==> src/verilog/pfs_pkg.sv <==
// Purpose: shared types and constants for the power fail supervisor
// Assumes: comparator inputs are active high "supply below threshold"
// Notes:   one clock, no software registers
package pfs_pkg;

  // ==========================================================================
  // constants
  localparam logic [7:0] PFS_WARN_VECTOR   = 8'h2b;
  localparam int         PFS_SYNC_STAGES   = 2;
  localparam int         PFS_PERIPH_COUNT  = 4;
  localparam int         PFS_CHIP_EN_COUNT = 4;
  localparam logic [3:0] PFS_BACKED_MASK   = 4'h3;
  localparam logic [3:0] PFS_ALL_INACTIVE  = 4'hf;

  // ==========================================================================
  // types
  typedef enum logic [1:0] {
    PFS_RUN,
    PFS_WARN,
    PFS_RESET,
    PFS_BACKUP
  } pfs_state_type;

  typedef struct packed {
    logic power_warn_threshold;
    logic min_operating_threshold;
    logic backup_switch_threshold;
  } pfs_level_type;

  typedef struct packed {
    logic [PFS_CHIP_EN_COUNT-1:0] chip_en_n;
    logic [PFS_PERIPH_COUNT-1:0]  periph_en_n;
    logic                         rw_n;
  } pfs_strobe_type;

endpackage

==> src/verilog/pfs_sync.sv <==
// Purpose: two flop synchroniser for the comparator levels
// Assumes: inputs are slow levels
// Notes:   first stage feeds only the second stage
`timescale 1ns/1ps
module pfs_sync
  import pfs_pkg::*;
(
  input  wire logic          clk,
  input  wire logic          rst,
  input  wire pfs_level_type din,
  output logic               dout_unused,
  output pfs_level_type      dout
);

  // ==========================================================================
  // state
  typedef struct packed {
    pfs_level_type meta;
    pfs_level_type sync;
  } pfs_sync_state_type;

  pfs_sync_state_type s_q;
  pfs_sync_state_type s_d;

  always_comb begin
    s_d      = s_q;
    s_d.meta = din;
    s_d.sync = s_q.meta;
  end

  // reset as if supply is low: safest assumption at power up
  always_ff @(posedge clk or posedge rst) begin
    if (rst) begin
      s_q <= '1;
    end else begin
      s_q <= s_d;
    end
  end

  assign dout        = s_q.sync;
  assign dout_unused = 1'b0;

endmodule

==> src/verilog/pfs_power_fail_supervisor.sv <==
// Purpose: supply fall sequencer: warning irq, power fail reset, backup
// Assumes: comparator inputs high while supply is below each threshold
// Notes:   strobes from the core pass through and are forced off in reset
//
// Operation
// - warning below threshold requests vector 2bh interrupt
// - warning never halts, resets or slows core
// - minimum level holds core reset until recovery
// - reset forces chip enables and strobe high
// - below backup threshold switch to battery power
// - drive reset pin low; external low resets
// - backup indication low while on battery
// - backed peripheral selects held high in backup
`timescale 1ns/1ps
module pfs_power_fail_supervisor
  import pfs_pkg::*;
(
  input  wire logic           CLOCK,
  input  wire logic           RST,
  input  wire pfs_level_type  LEVELS_BELOW,
  input  wire logic           WARN_ENABLE,
  input  wire logic           IRQ_ACK,
  input  wire pfs_strobe_type CORE_STROBES,
  input  wire logic           RESET_PIN_IN,
  output logic                RESET_PIN_OUT,
  output logic                RESET_PIN_OE,
  output logic                CORE_RESET,
  output logic                IRQ_REQ,
  output logic [7:0]          IRQ_VECTOR,
  output logic                BATTERY_SELECT,
  output logic                BACKUP_INDICATION_OUT_N,
  output pfs_strobe_type      MEM_STROBES
);

  // ==========================================================================
  // synchronised levels
  pfs_level_type lvl;

  pfs_sync u_sync (
    .clk         (CLOCK),
    .rst         (RST),
    .din         (LEVELS_BELOW),
    .dout_unused (),
    .dout        (lvl)
  );

  // ==========================================================================
  // state
  typedef struct packed {
    pfs_state_type  state;
    logic           irq;
    logic           ext_rst_m;
    logic           ext_rst;
    logic           warn_seen;
    pfs_strobe_type strobes;
  } pfs_top_state_type;

  pfs_top_state_type s_q;
  pfs_top_state_type s_d;

  function automatic pfs_strobe_type forced_off(input pfs_strobe_type s,
                                                input logic backup);
    pfs_strobe_type r;
    r             = s;
    r.chip_en_n   = PFS_ALL_INACTIVE;
    r.rw_n        = 1'b1;
    // only the backed selects are guaranteed once power is gone
    r.periph_en_n = backup ? (s.periph_en_n | PFS_BACKED_MASK) : PFS_ALL_INACTIVE;
    return r;
  endfunction

  logic in_reset;

  always_comb begin
    s_d           = s_q;
    // external pull down on the shared pin, synchronised
    s_d.ext_rst_m = ~RESET_PIN_IN;
    s_d.ext_rst   = s_q.ext_rst_m;
    if (lvl.backup_switch_threshold) begin
      s_d.state = PFS_BACKUP;
    end else if (lvl.min_operating_threshold || s_q.ext_rst) begin
      s_d.state = PFS_RESET;
    end else if (lvl.power_warn_threshold) begin
      s_d.state = PFS_WARN;
    end else begin
      s_d.state = PFS_RUN;
    end
    // one request per fall through the warning level
    case (s_d.state)
      PFS_WARN: begin
        if (WARN_ENABLE && !s_q.warn_seen) begin
          s_d.irq       = 1'b1;
          s_d.warn_seen = 1'b1;
        end else if (IRQ_ACK) begin
          s_d.irq = 1'b0;
        end
      end
      PFS_RUN: begin
        s_d.warn_seen = 1'b0;
        if (IRQ_ACK) begin
          s_d.irq = 1'b0;
        end
      end
      PFS_RESET, PFS_BACKUP: begin
        s_d.irq = 1'b0;
      end
      default: begin
        s_d.irq = 1'b0;
      end
    endcase
    if (s_d.state == PFS_RESET || s_d.state == PFS_BACKUP) begin
      s_d.strobes = forced_off(CORE_STROBES, s_d.state == PFS_BACKUP);
    end else begin
      s_d.strobes = CORE_STROBES;
    end
  end

  always_ff @(posedge CLOCK or posedge RST) begin
    if (RST) begin
      s_q.state     <= PFS_RESET;
      s_q.irq       <= 1'b0;
      s_q.ext_rst_m <= 1'b0;
      s_q.ext_rst   <= 1'b0;
      s_q.warn_seen <= 1'b0;
      s_q.strobes   <= '1;
    end else begin
      s_q <= s_d;
    end
  end

  // ==========================================================================
  // outputs
  // warning state keeps the core running; only reset and backup stop it
  assign in_reset                = (s_q.state == PFS_RESET) || (s_q.state == PFS_BACKUP);
  assign CORE_RESET              = in_reset;
  assign RESET_PIN_OUT           = 1'b0;
  assign RESET_PIN_OE            = in_reset;
  assign IRQ_REQ                 = s_q.irq;
  assign IRQ_VECTOR              = PFS_WARN_VECTOR;
  assign BATTERY_SELECT          = (s_q.state == PFS_BACKUP);
  assign BACKUP_INDICATION_OUT_N = ~(s_q.state == PFS_BACKUP);
  assign MEM_STROBES             = s_q.strobes;

endmodule

==> config.mk <==
export PLATFORM = sky130hd
export DESIGN_NAME = pfs_power_fail_supervisor
export DESIGN_NICKNAME = d
export VERILOG_FILES = /design/src/verilog/pfs_pkg.sv /design/src/verilog/pfs_sync.sv /design/src/verilog/pfs_power_fail_supervisor.sv
export SDC_FILE = /design/constraint.sdc
export NUM_CORES = 1
export LEC_CHECK = 0
export BUFFER_PORTS_ARGS = -buffer_cell sky130_fd_sc_hd__buf_2
export CELL_PAD_IN_SITES_DETAIL_PLACEMENT = 1
export CELL_PAD_IN_SITES_GLOBAL_PLACEMENT = 2
export CORE_ASPECT_RATIO = 1.25
export CORE_MARGIN = 3
export CORE_UTILIZATION = 27
export CTS_CLUSTER_DIAMETER = 150
export CTS_CLUSTER_SIZE = 20
export DETAILED_ROUTE_END_ITERATION = 16
export GPL_TIMING_DRIVEN = 1
export PLACE_DENSITY_LB_ADDON = 0.1
export SLEW_MARGIN = 20
export SYNTH_ARGS = -nofsm -noshare
export SYNTH_HDL_FRONTEND = slang
export SYNTH_SLANG_ARGS = --single-unit
==> constraint.sdc <==
create_clock -name CLOCK -period 1.18 [get_ports CLOCK]
set_input_delay 0.059 -clock CLOCK [delete_from_list [all_inputs] [get_ports CLOCK]]
set_output_delay 0.059 -clock CLOCK [all_outputs]
set_load 0.005 [all_outputs]
**Yosys cells after proc, flatten, opt, wreduce, memory -nomap -nowiden**

Cells that the tools add are included.

- Register bits after elaboration: 21
- Latch bits: 0
- RAM bits: 0
- ROM bits: 0
- Input bits: 17
- Output and inout bits: 23
- Logic and storage cells: 41
- Memories kept: 0

- $add $sub $neg: 0
- $mul: 0
- Divide/modulo/power cells: 0
- $lt $le $gt $ge: 0
- Equal/unequal tests: 6
- Shift operators: 0
- Mux-type cells: 10
- Bitwise logic cells: 2
- Reductions and logical operators: 9

Operator list:

| cell | count |
|---|---|
| two-way mux 9 bit | 1 |
| equality test 2 bit, second input constant | 4 |
| two-way mux 1 bit | 4 |
| two-way mux 2 bit | 2 |
| two-way mux 4 bit | 1 |
| logical OR 1 bit | 3 |
| case mux 1 bit (3 select lines) | 1 |
| equality test 2 x 1 -> 1 bit, second input constant | 1 |
| logical NOT 2 bit | 1 |
| != test 2 bit, second input constant | 1 |
| inverter 1 bit | 2 |
| case mux 1 bit (2 select lines) | 1 |
| AND reduction 2 bit | 1 |
| nonzero test 2 bit | 1 |
| OR reduction 2 bit | 1 |
| logical AND 1 bit | 1 |
| logical NOT 1 bit | 1 |

**Longest topological paths before layout**

- Word-level depth: 6
- Depth in mapped cells: 3
- Depth with buffers taken out: 3

**By module**

Synthesis repeated with hierarchy kept, for this count alone.

- Cells, all modules: 68
- Area total of the unflattened synthesis: 859.6 sq um

Modules (own cells, without submodules):

| module | instances | cells an instance | area an instance (sq um) | seq. area each (sq um) |
|---|---|---|---|---|
| pfs_power_fail_supervisor | 1 | 59 | 686.9 | 387.9 |
| pfs_sync | 1 | 9 | 172.7 | 157.7 |

**Worst setup path after synthesis**

OpenSTA, ideal clock, no wires.

- Path type: reg-to-reg
- Start: reg s_q[10] (netlist bit)
- End: reg s_q[9] (netlist bit)
- Setup time: 121 ps
- Data arrival time: 905 ps
- Required time: 1059 ps
- Slack: 154 ps
- Stages on the path, launching flop included: 4
- Path buffers: 0
- Clock period less this slack: 1026 ps
- Path through: dfrtp_1 -> nor3_4 -> inv_2 -> o22a_1

RTL lines:

| element | line | RTL |
|---|---|---|
| from (decl) | pfs_power_fail_supervisor.sv:58 | `pfs_top_state_type s_q;` |

**Final worst setup path**

- Start: reg s_q[14] (netlist bit)
- End: out CORE_RESET

- Word-level cells in the longest chain between the ends: 2
- Elaborated cells on any way between the ends: 3
- Those cells by class: 2 x eq/ne; 1 x reduce/logical

RTL lines:

| element | line | RTL |
|---|---|---|
| equality test 2 bit | pfs_power_fail_supervisor.sv:134 | `assign in_reset = (s_q.state == PFS_RESET) \|\| (s_q.state == PFS_BACKUP);` |
| logical OR 1 bit (*) | pfs_power_fail_supervisor.sv:134 |  |
| to (decl) | pfs_power_fail_supervisor.sv:27 | `output logic CORE_RESET,` |

Every way passes the cells marked *; elsewhere a longest branch is shown, timed or not.

==> impl_metrics.tcl <==
set metrics [dict create \
    outcome "complete, no violations" \
    leakagePower_nw 0.514 \
    clk_pin_slew_ns 0.10 \
    core-area_mm2 0.00297 \
    timing.rr.start "s_q[10]$_DFF_PP0_" \
    multi_input_area_um2 166 \
    timing.rr.end "s_q[9]$_DFFE_PP0P_" \
    fin_cells 140 \
    synth_cells 65 \
    antenna_cells 0 \
    yosys-top-cells-count "buf_4, dfstp_2, dfrtp_1, nand2b_1" \
    route.detailed.drc 0 \
    drive_gt1_share_pct 53.8 \
    synth_area_um2 845 \
    ys_seq_area_share_pct 64.6 \
    ff2ff_setup_slack_ns 0.10 \
    antenna_found_initial 0 \
    period_share_pct 94.2 \
    rows 22 \
    fin_ws_ns 0.0684 \
    grt_pass1_vias 551 \
    overflow 0 \
    cts-htree-levels 1 \
    fin_setup_tns_ns 0 \
    grt_pass1_wl_um 2270 \
    hold_ws_ns 0.0352 \
    die_w_um 56.0 \
    fp.dieH_um 68.5 \
    synthFlopType "dfstp_2" \
    viasPerCell 3.71 \
    yosysTopAreaCell "dfstp_2" \
    syn_area_per_cell_um2 13.0 \
    dp_hpwl_um 987 \
    yosysMostFrequentCell "buf_4" \
    irDropWorstVdd_v 0.000474 \
    fin_crit_ns 1.11 \
    yosys.cell_types.count 18 \
    die_area_mm2 0.00384 \
    criticalPathCategory "register to primary output" \
    yosys-top-cells-area "dfstp_2, buf_4, dfrtp_1, nand2b_1, or2b_1" \
    cts_tree "done" \
    dp_cells 120 \
    vias 519 \
    finClkSkew_ns 0.00556 \
    worstSkewPairLatency_ns 0.29 \
    numCtsBuffers 3 \
    seq_area_um2 546 \
    yosysWarnings 0 \
    ys_ff_latch 21 \
    timing.fmax_ghz 0.900 \
    async_flop_share_pct 100 \
    io_pins 40 \
    slew_viol_final 0 \
    critPathLaunchType "register" \
    cts.sinks 21 \
    start_util_pct 28.4 \
    pre_cts_ws_ns 0.101 \
    r2r_cells 3 \
    nets 122 \
    required_ns 1.12 \
    drt_iter0_markers 5 \
    drt-pass1-iter-count 2 \
    maxCapViolations 0 \
    clockRootBuffer "clkbuf_4" \
    end_kind "primary output" \
    hp-class "input port to register" \
    port_buffers 30 \
    clockBufferDepth 2 \
    drt_wl_total_um 1450 \
    wire_per_inst_um 10.4 \
    cp_max_fo 3 \
    synth_top_area_share_pct 49.8 \
    cp-startpoint "s_q[14]$_DFF_PP1_" \
    cp.arrival_ns 1.05 \
    ant_nets 0 \
    syn_to_final_growth_pct 33.5 \
    grt_use_total_pct 8.20 \
    hold_start "WARN_ENABLE" \
    finalSetupViolations 0 \
    powerDensity_mw_per_mm2 1130 \
    report.final.hold_viol_count 0 \
    globalplace.congestion 0.716 \
    fill_cells 342 \
    synth_edf_count 0 \
    grt_max_degree 22 \
    crit_end "CORE_RESET" \
]
## critical path: stages, from the launching register on
cell     delay, ns
dfstp_2       0.57
buf_4         0.10
buf_2         0.10
## placed cells by master, fill, tap and decap left out
master	synthesis	layout
buf_4	19	3
clkbuf_4	0	3
inv_1	3	2
nand2b_1	5	5
clkbuf_1	1	1
nor4b_1	1	1
buf_2	0	29
conb_1	2	9
o22a_1	1	1
or2b_1	3	3
o21bai_1	2	2
nor3_4	1	1
a21o_1	1	1
dfrtp_1	5	5
nor2_1	1	1
a21oi_1	1	1
dlygate4sd3_1	0	15
dfstp_2	16	16
inv_2	1	2
nand2_2	0	1
buf_6	0	1
nand3b_1	1	1
## per-stage QoR
step | instance area (µm²) | util (%) | total power, mW
2_1_floorplan | 871 | - | 0.887
3_3_place_gp | 935 | 31.4 | 0.906
3_5_place_dp | 935 | 31.4 | 0.910
4_1_cts | 1100 | 37.0 | 1.29
5_1_grt | 1130 | 37.9 | 1.36
6_report | 1130 | 37.9 | 1.27
## sequential cells by signal, summed over array words and instances, names as in the netlist
register     flops
u_sync.dout      3
s_d              1
s_q              4
MEM_STROBES      9
u_sync.s_d       3
IRQ_REQ          1
## kinds of logic after synthesis
family                 after synthesis  synth area share [%]
AOI/OAI and AO/OA                    5                  4.30
buffers and inverters               24                  19.1
DFF                                 21                  64.6
other                                2                 0.889
and+or+nand+nor                     13                  11.1
## what timing repair did
| action | CTS | global route |
|---|---|---|
| hold buffers | 14 | 1 |
| setup endpoints to repair | 0 | 1 |
| buffers inserted | 0 | 1 |
| gates resized for setup | 0 | 3 |
| endpoints found under the hold margin | 18 | 1 |
## routing by layer
| metal | up-vias | routed length [µm] | global-route usage, % |
|---|---|---|---|
| met3 | 2 | 119 | 2.42 |
| met1 | 245 | 453 | 6.74 |
| met4 | 0 | 21 | 7.12 |
| li1 | 250 | - | - |
| met2 | 22 | 856 | 15.9 |
| met5 | - | 0 | 0 |
## how the worst min path moves through the flow
stage | to | cells after the start
5_1_grt | IRQ_REQ$_DFF_PP0_ | 3
6_report | IRQ_REQ$_DFF_PP0_ | 3
2_1_floorplan | IRQ_REQ$_DFF_PP0_ | 1
3_3_place_gp | IRQ_REQ$_DFF_PP0_ | 3
3_5_place_dp | IRQ_REQ$_DFF_PP0_ | 3
4_1_cts | IRQ_REQ$_DFF_PP0_ | 3
## power by group
part | switching (mW) | internal [mW]
registers | 0.0189 | 0.773
clock network | 0.199 | 0.131
logic | 0.0566 | 0.0914
## cell type report
| cell class | count | share of cell area [%] |
|---|---|---|
| clock buffers | 4 | 2.33 |
| inverters | 4 | 1.33 |
| multi-input cells | 27 | 14.8 |
| flip-flops and latches | 21 | 48.4 |
| well taps | 36 | 4.00 |
| repair buffers | 48 | 29.2 |
No activity file was read; power rests on OpenSTA's default activity.
